$ cat config.mk
export PLATFORM = sky130hd
export DESIGN_NAME = rvs_regs
export DESIGN_NICKNAME = d
export VERILOG_FILES = /design/src/design/rvs_regs.v
export VERILOG_INCLUDE_DIRS = /design/src /design/src/shared
export SDC_FILE = /design/constraint.sdc
export NUM_CORES = 1
export LEC_CHECK = 0
export BUFFER_PORTS_ARGS = -buffer_cell sky130_fd_sc_hd__buf_4
export CAP_MARGIN = 20
export CELL_PAD_IN_SITES_DETAIL_PLACEMENT = 0
export CELL_PAD_IN_SITES_GLOBAL_PLACEMENT = 2
export CORE_UTILIZATION = 36
export DETAILED_ROUTE_END_ITERATION = 10
export PLACE_DENSITY_LB_ADDON = 0.25
export RECOVER_POWER = 25
export SYNTH_ARGS = -nofsm -noshare
export SYNTH_HDL_FRONTEND = slang
export SYNTH_SLANG_ARGS = --single-unit
$ cat constraint.sdc
create_clock -name pclk -period 7.45 [get_ports pclk]
set_clock_uncertainty 0.05 [all_clocks]
set_input_delay 0.3725 -clock pclk [delete_from_list [all_inputs] [get_ports pclk]]
set_output_delay 0.3725 -clock pclk [all_outputs]
set_load 0.01 [all_outputs]
$ cat src/shared/rvs_map.vh
/*
  register offsets, field positions, reset values and decode constants
  for the regulator voltage-setting register bank.
  assumes byte-addressed apb with one register per 32-bit word.
*/
`ifndef RVS_MAP_VH
`define RVS_MAP_VH

`define RVS_IDX_LDO_TEN_A 8'hB2
`define RVS_IDX_LDO_ELEVEN_A 8'hB3
`define RVS_IDX_CORE_BUCK_B 8'hB4
`define RVS_IDX_SET_SELECT 8'hBC
// byte address is four times the register index
`define RVS_OFS_LDO_TEN_A {2'b00, `RVS_IDX_LDO_TEN_A, 2'b00}
`define RVS_OFS_LDO_ELEVEN_A {2'b00, `RVS_IDX_LDO_ELEVEN_A, 2'b00}
`define RVS_OFS_CORE_BUCK_B {2'b00, `RVS_IDX_CORE_BUCK_B, 2'b00}
`define RVS_OFS_SET_SELECT {2'b00, `RVS_IDX_SET_SELECT, 2'b00}

`define RVS_SLEEP_BIT 7
`define RVS_RSVD_BIT 6
`define RVS_LIN_CODE_MSB 5
`define RVS_BUCK_CODE_MSB 6

`define RVS_RESET_LDO 8'h00
`define RVS_RESET_BUCK 8'h00
`define RVS_RESET_SEL 2'h0

`define RVS_LIN_FLOOR_CODE 6'h03
`define RVS_LIN_FLOOR_MV 12'd900
`define RVS_LIN_BASE_MV 12'd950
`define RVS_LIN_STEP_MV 12'd50
`define RVS_LIN_SAT_CODE 6'h38
`define RVS_LIN_MAX_MV 12'd3600
`define RVS_BUCK_BASE_MV 12'd300
`define RVS_BUCK_STEP_MV 12'd10
`define RVS_BUCK_MAX_MV 12'h618

`endif

$ cat src/design/rvs_regs.v
/*
  voltage-setting register bank for two linear regulators (set A) and one
  core buck converter (set B), reached over apb, with code-to-millivolt
  decoders for the regulator controls.
  assumes an apb master on pclk; set selection comes from a software register.
*/
// Function
// - linear regulator a-set bit 7: 0 normal, 1 sleep, when set A selected
// - linear code in bits 5:0; codes 0 to 2 give 0.90 V
// - code 3 gives 0.95 V, each step adds 50 mV
// - code 100010 gives 2.50 V, same 50 mV progression continues
// - code 111000 and above saturate at 3.60 V
// - core buck b-set bit 7: 0 synchronous, 1 sleep, when set B selected
// - buck code bits 6:0, 0.30 V plus 10 mV per step to 1.56 V
// - buck code range applies to the pwm operating mode
`timescale 1ns/10ps
`include "rvs_map.vh"

module rvs_regs (
  input wire pclk,
  input wire presetn,
  input wire psel,
  input wire penable,
  input wire pwrite,
  input wire [11:0] paddr,
  input wire [31:0] pwdata,
  input wire [3:0] pstrb,
  output wire pready,
  output wire pslverr,
  output reg [31:0] prdata,
  output reg lin_reg_ten_sleep_sel_a,
  output reg [11:0] lin_reg_ten_target_mv,
  output reg lin_reg_ten_apply,
  output reg lin_reg_eleven_sleep_sel_a,
  output reg [11:0] lin_reg_eleven_target_mv,
  output reg lin_reg_eleven_apply,
  output reg core_buck_two_sleep_sel_b,
  output reg [11:0] core_buck_two_target_mv,
  output reg core_buck_two_pwm_apply
);

  reg [7:0] ldo_ten_set_a_voltage_reg;
  reg [7:0] ldo_eleven_set_a_voltage_reg;
  reg [7:0] core_buck_two_set_b_voltage_reg;
  // bit 0: set A in use for the linear regulators, bit 1: set B for the buck
  // reset leaves both sets deselected, so no target is driven until chosen
  reg [1:0] set_select_reg;

  wire wr_en;
  wire rd_en;
  wire hit;
  wire [5:0] lin_reg_ten_voltage_code_a;
  wire [5:0] lin_reg_eleven_voltage_code_a;
  wire [6:0] core_buck_two_voltage_code_b;
  // per-register write strobes
  wire wr_ldo_ten;
  wire wr_ldo_eleven;
  wire wr_core_buck;
  wire wr_set_select;
  wire set_a_in_use;
  wire set_b_in_use;

  // linear regulator code to millivolts
  function [11:0] lin_mv;
    input [5:0] code;
    reg [11:0] steps;
    begin
      steps = {6'h00, code} - {6'h00, `RVS_LIN_FLOOR_CODE};
      if (code < `RVS_LIN_FLOOR_CODE) begin
        lin_mv = `RVS_LIN_FLOOR_MV;
      // without saturation the top code gives 3950, still inside twelve bits
      end else if (code >= `RVS_LIN_SAT_CODE) begin
        lin_mv = `RVS_LIN_MAX_MV;
      end else begin
        lin_mv = `RVS_LIN_BASE_MV + steps * `RVS_LIN_STEP_MV;
      end
    end
  endfunction

  // core buck code to millivolts, held at the top value
  function [11:0] buck_mv;
    input [6:0] code;
    reg [11:0] raw;
    begin
      raw = `RVS_BUCK_BASE_MV + {5'h00, code} * `RVS_BUCK_STEP_MV;
      if (raw > `RVS_BUCK_MAX_MV) begin
        buck_mv = `RVS_BUCK_MAX_MV;
      end else begin
        buck_mv = raw;
      end
    end
  endfunction

  // decoded for both the error answer and the write gate
  function hit_addr;
    input [11:0] a;
    begin
      case (a)
        `RVS_OFS_LDO_TEN_A: hit_addr = 1'b1;
        `RVS_OFS_LDO_ELEVEN_A: hit_addr = 1'b1;
        `RVS_OFS_CORE_BUCK_B: hit_addr = 1'b1;
        `RVS_OFS_SET_SELECT: hit_addr = 1'b1;
        default: hit_addr = 1'b0;
      endcase
    end
  endfunction

  // zero-wait slave; unmapped addresses answer with pslverr and zero data
  assign pready = 1'b1;
  assign hit = hit_addr(paddr);
  assign pslverr = psel & penable & ~hit;
  assign wr_en = psel & penable & pwrite & pstrb[0] & hit;
  assign rd_en = psel & ~penable & ~pwrite;
  // strobes for the single-register write processes
  assign wr_ldo_ten = wr_en & (paddr == `RVS_OFS_LDO_TEN_A);
  assign wr_ldo_eleven = wr_en & (paddr == `RVS_OFS_LDO_ELEVEN_A);
  assign wr_core_buck = wr_en & (paddr == `RVS_OFS_CORE_BUCK_B);
  assign wr_set_select = wr_en & (paddr == `RVS_OFS_SET_SELECT);
  assign set_a_in_use = set_select_reg[0];
  assign set_b_in_use = set_select_reg[1];

  assign lin_reg_ten_voltage_code_a = ldo_ten_set_a_voltage_reg[`RVS_LIN_CODE_MSB:0];
  assign lin_reg_eleven_voltage_code_a = ldo_eleven_set_a_voltage_reg[`RVS_LIN_CODE_MSB:0];
  assign core_buck_two_voltage_code_b = core_buck_two_set_b_voltage_reg[`RVS_BUCK_CODE_MSB:0];

  // one process per register keeps each strobe local; all eight bits
  // stored, so the reserved bit reads back as written
  always @(posedge pclk or negedge presetn) begin
    if (!presetn) begin
      ldo_ten_set_a_voltage_reg <= `RVS_RESET_LDO;
    end else if (wr_ldo_ten) begin
      ldo_ten_set_a_voltage_reg <= pwdata[7:0];
    end
  end

  always @(posedge pclk or negedge presetn) begin
    if (!presetn) begin
      ldo_eleven_set_a_voltage_reg <= `RVS_RESET_LDO;
    end else if (wr_ldo_eleven) begin
      ldo_eleven_set_a_voltage_reg <= pwdata[7:0];
    end
  end

  always @(posedge pclk or negedge presetn) begin
    if (!presetn) begin
      core_buck_two_set_b_voltage_reg <= `RVS_RESET_BUCK;
    end else if (wr_core_buck) begin
      core_buck_two_set_b_voltage_reg <= pwdata[7:0];
    end
  end

  always @(posedge pclk or negedge presetn) begin
    if (!presetn) begin
      set_select_reg <= `RVS_RESET_SEL;
    end else if (wr_set_select) begin
      set_select_reg <= pwdata[1:0];
    end
  end

  // read data registered in the setup cycle, valid in the access phase;
  // this keeps pready constant at the cost of a flop per data bit
  always @(posedge pclk or negedge presetn) begin
    if (!presetn) begin
      prdata <= 32'h00000000;
    end else if (rd_en) begin
      case (paddr)
        `RVS_OFS_LDO_TEN_A: prdata <= {24'h000000, ldo_ten_set_a_voltage_reg};
        `RVS_OFS_LDO_ELEVEN_A: prdata <= {24'h000000, ldo_eleven_set_a_voltage_reg};
        `RVS_OFS_CORE_BUCK_B: prdata <= {24'h000000, core_buck_two_set_b_voltage_reg};
        `RVS_OFS_SET_SELECT: prdata <= {30'h00000000, set_select_reg};
        default: prdata <= 32'h00000000;
      endcase
    end
  end

  // outputs zero while the owning set is not selected, so a deselected
  // regulator never sees a stale code
  always @(posedge pclk or negedge presetn) begin
    if (!presetn) begin
      lin_reg_ten_sleep_sel_a <= 1'b0;
      lin_reg_ten_target_mv <= 12'd0;
      lin_reg_ten_apply <= 1'b0;
    end else begin
      lin_reg_ten_apply <= set_a_in_use;
      lin_reg_ten_sleep_sel_a <= set_a_in_use & ldo_ten_set_a_voltage_reg[`RVS_SLEEP_BIT];
      lin_reg_ten_target_mv <= set_a_in_use ? lin_mv(lin_reg_ten_voltage_code_a) : 12'd0;
    end
  end

  always @(posedge pclk or negedge presetn) begin
    if (!presetn) begin
      lin_reg_eleven_sleep_sel_a <= 1'b0;
      lin_reg_eleven_target_mv <= 12'd0;
      lin_reg_eleven_apply <= 1'b0;
    end else begin
      lin_reg_eleven_apply <= set_a_in_use;
      lin_reg_eleven_sleep_sel_a <= set_a_in_use & ldo_eleven_set_a_voltage_reg[`RVS_SLEEP_BIT];
      lin_reg_eleven_target_mv <= set_a_in_use ? lin_mv(lin_reg_eleven_voltage_code_a) : 12'd0;
    end
  end

  // the pwm-range target is only meaningful in pwm operation
  always @(posedge pclk or negedge presetn) begin
    if (!presetn) begin
      core_buck_two_sleep_sel_b <= 1'b0;
      core_buck_two_target_mv <= 12'd0;
      core_buck_two_pwm_apply <= 1'b0;
    end else begin
      core_buck_two_pwm_apply <= set_b_in_use;
      core_buck_two_sleep_sel_b <= set_b_in_use & core_buck_two_set_b_voltage_reg[`RVS_SLEEP_BIT];
      core_buck_two_target_mv <= set_b_in_use ? buck_mv(core_buck_two_voltage_code_b) : 12'd0;
    end
  end

endmodule // rvs_regs

==> results.yml, run 1 <==
run_status:
  status: "complete, but fails checks"
  violations: "capacitance limit, slew limit"
floorplan:
  die_y_um: 123
  die_x_um: 123
  coreArea_um2: 14000
  fp-row-count: 43
  dieArea_um2: 15100
  io_pins: 129
  start_util_pct: 37.4
logic_synthesis:
  synth_edf_count: 0
  yosysUniqueCellTypes: 52
  async_flop_share_pct: 100
  yosys_register_bits: 72
  syn_area_um2: 5250
  ys_warn_count: 0
  synth_ff_type: "dfrtp_1"
  synth.yosys.seq_area_share_pct: 34.3
  netlist_instances: 527
  syn_area_per_cell_um2: 9.95
route:
  drc_errors: 0
  drt-pass1-iter-count: 4
  finalWirelength_um: 11100
  routedWlPerCell_um: 14.0
  ant_nets: 0
  vias: 3774
  first_iter_violations: 141
  viasPerCell: 4.77
critical_path:
  timing.rr.start: "ldo_ten_set_a_voltage_reg[2]"
  worstPathMaxFanout: 6
  worst_r2r_path_depth: 15
  crit_end: "lin_reg_ten_target_mv[11]"
  worstPathRequired_ns: 7.60
  arrival_ns: 4.24
  worst_setup_path_end_kind: "flop"
  r2r-end: "lin_reg_ten_target_mv[11]"
  r2r_slack_ns: 3.36
  startpoint: "ldo_ten_set_a_voltage_reg[2]"
  path_class: "reg -> reg"
  startpoint_type: "flop"
power:
  ir_drop_mv: 0.154
  cellLeakagePower_nw: 3.02
  power_mw: 0.884
  power.density_nw_per_um2: 143
global_route:
  grt_overflow: 0
  grt_max_degree: 73
  grt_use_total_pct: 16.1
  antenna_found_initial: 0
  grt_pass1_wl_um: 18700
  grt_pass1_vias: 3810
clock_tree:
  cts_made_buffers: 9
  cts_tree: "yes"
  clockBufferDepth: 2
  cts-resized-gates: 0
  cts_root_buf: "clkbuf_16"
  postCtsSetupBuffers: 0
  clk_latency_ns: 0.34
  clock-sinks: 72
  path_clk_slew_ns: 0.07
  ctsHtreeMaxLevel: 3
  hold_buffers: 0
layout:
  utilization_pct: 44.1
  final-instance-count-excl-fill: 792
  drive_above_1_share_pct: 21.1
  area_growth_pct: 18.1
  largestRegisters: "core_buck_two_target_mv x11, lin_reg_eleven_target_mv x11, lin_reg_ten_target_mv x11"
  insertedDiodeCount: 0
  nNetsFinal: 728
sta:
  finalCriticalPeriod_ns: 4.09
  hold_violations: 0
  max_freq_ghz: 0.245
  fin_crit_sh_pct: 54.9
  final-setup-viol-count: 0
  tns_ns: 0
  maxSlewHeadroom_pct: -150
  hold_slack_ns: 0.230
  rsz0062_at_grt: "no"
  worstMarginPinSlew_ns: 3.75
  maxSlewViolCount: 73
placement:
  io_buffers: 73
  dp_cells: 776
  place_congestion: 0.762
  dp_hpwl_um: 8980
run:
  cap_violations: 1
hold_path:
  hp-class: "in -> reg"
==> synthesized netlist by cell type (3+ instances only) <==
cell | number | area (um2)
fa_1 | 13 | 260
inv_1 | 49 | 184
nor3_1 | 9 | 45.0
o22ai_1 | 3 | 18.8
buf_4 | 29 | 218
nor2_1 | 33 | 124
xnor2_1 | 32 | 280
nand3_1 | 6 | 30.0
a221oi_1 | 3 | 26.3
a21oi_1 | 35 | 175
dfrtp_1 | 72 | 1800
nand2b_1 | 7 | 43.8
o21a_1 | 5 | 37.5
or2_2 | 3 | 18.8
mux2i_1 | 3 | 30.0
mux2_2 | 9 | 101
and2_1 | 8 | 50.1
mux2_4 | 14 | 210
or3_1 | 4 | 25.0
a211oi_1 | 3 | 22.5
o21ai_0 | 28 | 140
nor3_2 | 3 | 30.0
nor2b_1 | 6 | 37.5
ha_1 | 55 | 688
xor2_1 | 11 | 96.3
a31oi_1 | 4 | 25.0
a22o_1 | 6 | 52.6
nor3b_1 | 4 | 30.0
inv_2 | 4 | 15.0
nand2_1 | 27 | 101
o21ai_1 | 9 | 45.0
==> worst max-delay path, stage by stage (launching register included) <==
cell and delay (ns):
dfrtp_1 0.46, or3_1 0.42, a21oi_1 0.20, xor2_1 0.34, ha_1 0.30, ha_1 0.28
inv_1 0.05, fa_1 0.50, inv_1 0.04, ha_1 0.36, o21a_1 0.15, o31a_1 0.15
a21oi_1 0.09, o32ai_1 0.34, xnor2_1 0.17, a21oi_1 0.08
==> how the worst min path moves through the flow <==
stage	startpoint	end	slack [ns]	depth (start not counted)
after CTS	presetn	lin_reg_ten_target_mv[11]	0.13	1
after detailed placement	prdata[1]	prdata[1]	0.43	2
after global routing	pwdata[6]	ldo_eleven_set_a_voltage_reg[6]	0.22	2
after floorplan	presetn	core_buck_two_pwm_apply	0.03	0
after global placement	prdata[3]	prdata[3]	0.43	2
final	pwdata[6]	ldo_eleven_set_a_voltage_reg[6]	0.23	2
==> where the power goes <==
group | leakage [nW] | internal [mW] | total (mW) | switching [mW]
logic | 1.97 | 0.0177 | 0.0477 | 0.0300
clock network | 0.153 | 0.267 | 0.443 | 0.176
registers | 0.894 | 0.393 | 0.393 | 0.000548
total | 3.02 | 0.677 | 0.884 | 0.207
==> placed cells by master (no fill, tap or decap), drive strengths merged, types with 3 or more instances in the layout <==
| master | count |
|---|---|
| or3 | 6 |
| a211oi | 3 |
| and2 | 8 |
| nand2 | 28 |
| xnor2 | 32 |
| a31oi | 4 |
| clkbuf | 10 |
| nor3 | 12 |
| o21ai | 37 |
| nor2b | 6 |
| dfrtp | 72 |
| ha | 55 |
| a221oi | 3 |
| nand3 | 6 |
| o22ai | 3 |
| a22o | 6 |
| nor2 | 33 |
| nand2b | 7 |
| o21a | 5 |
| inv | 58 |
| mux2i | 3 |
| conb | 29 |
| xor2 | 11 |
| a21oi | 35 |
| buf | 72 |
| mux2 | 23 |
| nor3b | 4 |
| or2 | 4 |
| fa | 13 |
==> per-stage QoR <==
step / area [um2] / setup slack [ns]
2_1_floorplan: 5350 / 3.70
3_3_place_gp: 5890 / 3.41
3_5_place_dp: 5890 / 3.37
4_1_cts: 6200 / 3.34
5_1_grt: 6190 / 3.05
6_report: 6190 / 3.36
==> area by class of cell <==
class | count | area [um2]
Multi-Input combinational cell | 398 | 3110
Clock inverter | 7 | 85.1
Clock buffer | 9 | 225
Inverter | 53 | 199
Sequential cell | 72 | 1800
Timing Repair Buffer | 73 | 544
Fill cell | 1371 | 7850
Tap cell | 180 | 225
==> layer usage <==
layer	part of all wire [%]	global-route usage, %	up-vias
met4	1.1	4.42	0
li1	-	-	1909
met5	0	0	-
met3	4.7	4.09	9
met2	47	26.1	91
met1	47	21.3	1765
==> logic make-up (layout without fill, tap and decap cells) <==
logic type | count (synthesis) | in the layout | synth area share [%]
adders and majority gates | 68 | 68 | 18.1
DFF | 72 | 72 | 34.3
buffers and inverters | 84 | 142 | 8.23
muxes | 26 | 26 | 6.51
xor gates and xnor gates | 43 | 43 | 7.18
and+or+nand+nor | 124 | 124 | 13.0
other | 2 | 29 | 0.143
AOI/OAI and AO/OA | 108 | 108 | 12.5
Power figures use the tool's default switching activity.
==> run 2: changes to the inputs <==
--- a/config.mk
+++ b/config.mk
@@ -10,7 +10,7 @@
 export CAP_MARGIN = 20
 export CELL_PAD_IN_SITES_DETAIL_PLACEMENT = 0
 export CELL_PAD_IN_SITES_GLOBAL_PLACEMENT = 2
-export CORE_UTILIZATION = 36
+export CORE_UTILIZATION = 30
 export DETAILED_ROUTE_END_ITERATION = 10
 export PLACE_DENSITY_LB_ADDON = 0.25
 export RECOVER_POWER = 25
==> constraint.sdc (replaced) <==
create_clock -name pclk -period 3.75 [get_ports pclk]
set_clock_uncertainty 0.05 [all_clocks]
set_input_delay 0.1875 -clock pclk [delete_from_list [all_inputs] [get_ports pclk]]
set_output_delay 0.1875 -clock pclk [all_outputs]
set_load 0.01 [all_outputs]
==> run 2 against run 1 <==
- the flow now finishes without violations
- count of clock-buffer cells in the layout rose by 1
- non-clock buffer count rose by 47
- sequential share of layout area fell by 2.4 points
- combinational power rose by 120%
- critical endpoint unchanged
- largest cell class unchanged
- largest power group unchanged
==> results.yml, run 2 (synthesized netlist as in run 1, its figures left out) <==
run_status:
  status: "complete, no violations"
critical_path:
  worstPathRequired_ns: 3.91
  crit_path_top_delay_cell: "fa_1"
  worstPathCellList: "or3_4 > a21oi_4 > xor2_2 > ha_2 > fa_1 > inv_1 > fa_1 > inv_2 > ha_4 > inv_2 > or3_4 > mux2i_2 > o32ai_2 > xnor2_1 > a21oi_1"
  critPathMaxStageDelay_ns: 0.50
  r2r-end: "lin_reg_ten_target_mv[11]"
  worstPathMaxFanout: 2
  arrival_ns: 3.82
  path_class: "reg -> reg"
  path_buf_inv: 3
  worst_setup_path_end_kind: "flop"
  timing.rr.start: "ldo_ten_set_a_voltage_reg[4]"
  crit_end: "lin_reg_ten_target_mv[11]"
  r2r_slack_ns: 0.08
  startpoint_type: "flop"
  startpoint: "ldo_ten_set_a_voltage_reg[4]"
  worst_r2r_path_depth: 15
  crit_cells: 15
  cp_top_family: "adder cells"
sta:
  maxSlewViolCount: 0
  tns_ns: 0
  worstMarginPinSlew_ns: 0.892
  maxSlewHeadroom_pct: 40.5
  hold_violations: 0
  fin_crit_sh_pct: 97.8
  setup_ws_ns: 0.0832
  rsz0062_at_grt: "yes"
  hold_slack_ns: 0.0489
  max_freq_ghz: 0.273
  finalCriticalPeriod_ns: 3.67
  final-setup-viol-count: 0
route:
  first_iter_violations: 145
  vias: 4009
  drc_errors: 0
  viasPerCell: 4.57
  finalWirelength_um: 12500
  routedWlPerCell_um: 14.2
  ant_nets: 0
  drt-pass1-iter-count: 4
layout:
  final_common_cell: "buf_4"
  drive_above_1_share_pct: 26.9
  utilization_pct: 40.1
  insertedDiodeCount: 0
  area_growth_pct: 28.6
  final_cell_mix: "buf_4 (77), dfrtp_1 (72), inv_1 (46)"
  final-instance-count-excl-fill: 878
  fillers: 1723
  largestRegisters: "core_buck_two_target_mv x11, lin_reg_eleven_target_mv x11, lin_reg_ten_target_mv x11"
  nNetsFinal: 775
  final_cell_area_um2: 6750
clock_tree:
  clk_latency_ns: 0.34
  path_clk_slew_ns: 0.06
  cts_made_buffers: 9
  clock-sinks: 72
  cts_root_buf: "clkbuf_16"
  ctsHtreeMaxLevel: 3
  clockBufferDepth: 2
  cts_tree: "yes"
power:
  power.density_nw_per_um2: 269
  power_mw: 1.81
  ir_drop_mv: 0.218
  cellLeakagePower_nw: 3.12
placement:
  dp_hpwl_um: 9610
  io_buffers: 73
  post_dp_cell_area_um2: 6220
  preCtsSetupSlack_ns: -0.0659
  dp_cells: 854
  place_congestion: 0.820
global_route:
  grt_use_total_pct: 14.4
  grt_max_degree: 73
  grt_pass1_vias: 4072
  grt_pass1_wl_um: 20200
  grt_overflow: 0
  antenna_found_initial: 0
floorplan:
  die_y_um: 134
  coreArea_um2: 16800
  die_x_um: 134
  start_util_pct: 31.2
  dieArea_um2: 18000
  io_pins: 129
  fp-row-count: 47
run:
  cap_violations: 0
hold_path:
  hold_depth: 3
  hp-class: "in -> reg"
## run 2: cell count changes in the layout (fill, tap and decap cells not counted), sizes merged
cell / before / now
clkinv: 1 / 2
clkbuf: 10 / 51
bufinv: 1 / 2
dlygate4sd3: 0 / 1
clkinvlp: 0 / 1
inv: 58 / 53
buf: 72 / 78
## run 2: what timing repair did
action / CTS / global route
gates resized for setup: 12 / 40
setup buffers: 1 / 7
hold endpoints to repair: 72 / 0
cloned: 0 / 0
setup endpoints to repair: 4 / 8
hold buffers: 1 / 0
pin swaps: 4 / 22
## run 2: cell type report
class,count,area (um2),area share (%)
Clock inverter,5,81.3,1.21
Clock buffer,10,239,3.54
Multi-Input combinational cell,398,3400,50.3
Sequential cell,72,1800,26.7
Timing Repair Buffer,120,753,11.2
Tap cell,220,275,4.08
Inverter,53,199,2.95
## run 2: layer usage
| metal | part of all wire (%) | GRT usage (%) | vias to the layer above | routed length [um] |
|---|---|---|---|---|
| met5 | 0 | 0 | - | 0 |
| met4 | 1.2 | 3.87 | 0 | 153 |
| met3 | 4.7 | 4.16 | 14 | 591 |
| met2 | 49 | 24.7 | 83 | 6180 |
| met1 | 45 | 17.6 | 1913 | 5560 |
| li1 | - | - | 1999 | - |
## run 2: how the worst min path moves through the flow
stage	startpoint	endpoint	slack [ns]
2_1_floorplan	presetn	core_buck_two_pwm_apply	-0.16
3_3_place_gp	presetn	lin_reg_ten_target_mv[10]	0.31
3_5_place_dp	presetn	lin_reg_ten_target_mv[10]	0.31
4_1_cts	pwdata[3]	ldo_eleven_set_a_voltage_reg[3]	0.04
5_1_grt	pwdata[3]	ldo_eleven_set_a_voltage_reg[3]	0.04
6_report	pwdata[0]	set_select_reg[0]	0.05
## run 2: worst reg2reg max path, cell delays in order, from the launching register on
cell and delay, ns:
dfrtp_1 0.37, or3_4 0.40, a21oi_4 0.16, xor2_2 0.09, ha_2 0.20, fa_1 0.50
inv_1 0.05, fa_1 0.49, inv_2 0.05, ha_4 0.27, inv_2 0.03, or3_4 0.32
mux2i_2 0.18, o32ai_2 0.10, xnor2_1 0.19, a21oi_1 0.09
## run 2: where the power goes
| group | leakage [nW] | internal [mW] | switching [mW] |
|---|---|---|---|
| sequential | 0.894 | 0.780 | 0.000940 |
| combinational | 2.07 | 0.0406 | 0.0636 |
| clock | 0.155 | 0.596 | 0.333 |
==> run 3: changes to the inputs <==
--- a/config.mk
+++ b/config.mk
@@ -10,10 +10,11 @@
 export CAP_MARGIN = 20
 export CELL_PAD_IN_SITES_DETAIL_PLACEMENT = 0
 export CELL_PAD_IN_SITES_GLOBAL_PLACEMENT = 2
-export CORE_UTILIZATION = 30
+export CORE_UTILIZATION = 36
 export DETAILED_ROUTE_END_ITERATION = 10
 export PLACE_DENSITY_LB_ADDON = 0.25
 export RECOVER_POWER = 25
+export SETUP_SLACK_MARGIN = 0.2
 export SYNTH_ARGS = -nofsm -noshare
 export SYNTH_HDL_FRONTEND = slang
 export SYNTH_SLANG_ARGS = --single-unit
==> constraint.sdc (replaced) <==
create_clock -name pclk -period 4.44 [get_ports pclk]
set_clock_uncertainty 0.05 [all_clocks]
set_input_delay 0.222 -clock pclk [delete_from_list [all_inputs] [get_ports pclk]]
set_output_delay 0.222 -clock pclk [all_outputs]
set_load 0.01 [all_outputs]
==> run 3 against run 2 <==
- cell count decreased by 9.3%
- utilization up 3.2 points
- count of clock-buffer cells in the layout is 1 lower
- global-route usage up 1.5 points
- fmax down 8.7%
- sequential power shrank 16%
- non-clock buffer count shrank 43
- critical path type unchanged
- largest cell class unchanged
==> results.yml, run 3 (synthesized netlist as in run 1, its figures left out) <==
route:
  drc_errors: 0
  finalWirelength_um: 11100
  drt-pass1-iter-count: 4
  first_iter_violations: 153
  viasPerCell: 4.82
  vias: 3837
  routedWlPerCell_um: 14.0
  ant_nets: 0
placement:
  io_buffers: 73
  place_congestion: 0.763
  dp_cells: 778
  dp_hpwl_um: 8820
  preCtsSetupSlack_ns: 0.353
  post_dp_cell_area_um2: 5900
sta:
  fin_crit_sh_pct: 90.5
  tns_ns: 0
  worstMarginPinSlew_ns: 0.914
  hold_slack_ns: 0.0800
  max_freq_ghz: 0.249
  hold_violations: 0
  final-setup-viol-count: 0
  maxSlewViolCount: 0
  rsz0062_at_grt: "yes"
  finalCriticalPeriod_ns: 4.02
  maxSlewHeadroom_pct: 39.1
  setup_ws_ns: 0.422
power:
  cellLeakagePower_nw: 2.87
  power.density_nw_per_um2: 239
  power_mw: 1.45
  ir_drop_mv: 0.226
hold_path:
  hp-class: "in -> reg"
  hold_depth: 3
layout:
  area.sequential_um2: 1800
  multi_input_area_um2: 3140
  final_cell_mix: "dfrtp_1 (72), ha_1 (55), inv_1 (49)"
  area_growth_pct: 15.9
  final-instance-count-excl-fill: 796
  largestRegisters: "core_buck_two_target_mv x11, lin_reg_eleven_target_mv x11, lin_reg_ten_target_mv x11"
  utilization_pct: 43.3
  final_common_cell: "dfrtp_1"
  nNetsFinal: 732
  drive_above_1_share_pct: 15.4
  final_cell_area_um2: 6080
  insertedDiodeCount: 0
  fillers: 1403
critical_path:
  worstPathRequired_ns: 4.60
  r2r_slack_ns: 0.42
  worst_r2r_path_depth: 15
  path_class: "reg -> reg"
  r2r-end: "lin_reg_ten_target_mv[11]"
  worstPathMaxFanout: 6
  worst_setup_path_end_kind: "flop"
  arrival_ns: 4.18
  timing.rr.start: "ldo_ten_set_a_voltage_reg[2]"
  startpoint: "ldo_ten_set_a_voltage_reg[2]"
  crit_end: "lin_reg_ten_target_mv[11]"
  startpoint_type: "flop"
global_route:
  grt_use_total_pct: 15.9
  grt_max_degree: 73
  antenna_found_initial: 0
  grt_pass1_wl_um: 18300
  grt_overflow: 0
  grt_pass1_vias: 3740
floorplan:
  coreArea_um2: 14000
  start_util_pct: 37.4
  io_pins: 129
  dieArea_um2: 15100
  die_x_um: 123
  die_y_um: 123
  fp-row-count: 43
clock_tree:
  path_clk_slew_ns: 0.07
  clockBufferDepth: 2
  ctsHtreeMaxLevel: 3
  cts_tree: "yes"
  cts_made_buffers: 9
  clock-sinks: 72
  clk_latency_ns: 0.34
  cts_root_buf: "clkbuf_16"
run:
  cap_violations: 0
run_status:
  status: "complete, no violations"
run 3: changes by cell type in the layout (fill, tap and decap cells not counted), sizes merged:
| cell | previous run | this run |
|---|---|---|
| buf | 78 | 34 |
| bufinv | 2 | 0 |
| clkinv | 2 | 1 |
| clkinvlp | 1 | 0 |
| inv | 53 | 59 |
run 3: worst min-delay path by stage:
stage / startpoint / end / slack, ns
after detailed placement: presetn / lin_reg_ten_target_mv[11] / 0.36
after global placement: presetn / lin_reg_ten_target_mv[11] / 0.34
after floorplan: presetn / core_buck_two_pwm_apply / -0.12
final: pwdata[1] / set_select_reg[1] / 0.08
after CTS: pwdata[1] / set_select_reg[1] / 0.06
after global routing: pwdata[6] / ldo_eleven_set_a_voltage_reg[6] / 0.07
run 3: routing by layer:
metal / part of all wire, % / global-route usage [%]
met5: 0 / 0
met4: 1.4 / 4.80
met3: 5.0 / 3.95
met2: 47 / 25.9
met1: 47 / 20.7
run 3: timing repair:
action,in CTS,in global routing
endpoints found under the hold margin,7,0
setup endpoints to repair,0,4
hold buffers,1,0
gates resized for setup,0,4
buffers inserted,0,1
run 3: critical path, stage by stage, from the launching register on:
cell and delay, ns:
dfrtp_1 0.46, or3_1 0.43, a21oi_2 0.16, xor2_1 0.14
ha_1 0.24, fa_1 0.48, inv_1 0.05, fa_1 0.51
inv_1 0.04, ha_1 0.32, inv_1 0.08, or3_1 0.36
mux2i_2 0.18, o32ai_1 0.11, xnor2_1 0.18, a21oi_1 0.08
run 3: where the power goes:
group          internal, mW  switching (mW)
logic                0.0291          0.0509
registers             0.658        0.000881
clock network         0.397           0.318
run 3: final cells by class:
type / instances / area share [%]
Clock buffer: 9 / 3.70
Clock inverter: 7 / 1.13
Inverter: 53 / 3.27
Multi-Input combinational cell: 398 / 51.6
Sequential cell: 72 / 29.6
Tap cell: 180 / 3.70
Timing Repair Buffer: 77 / 6.96
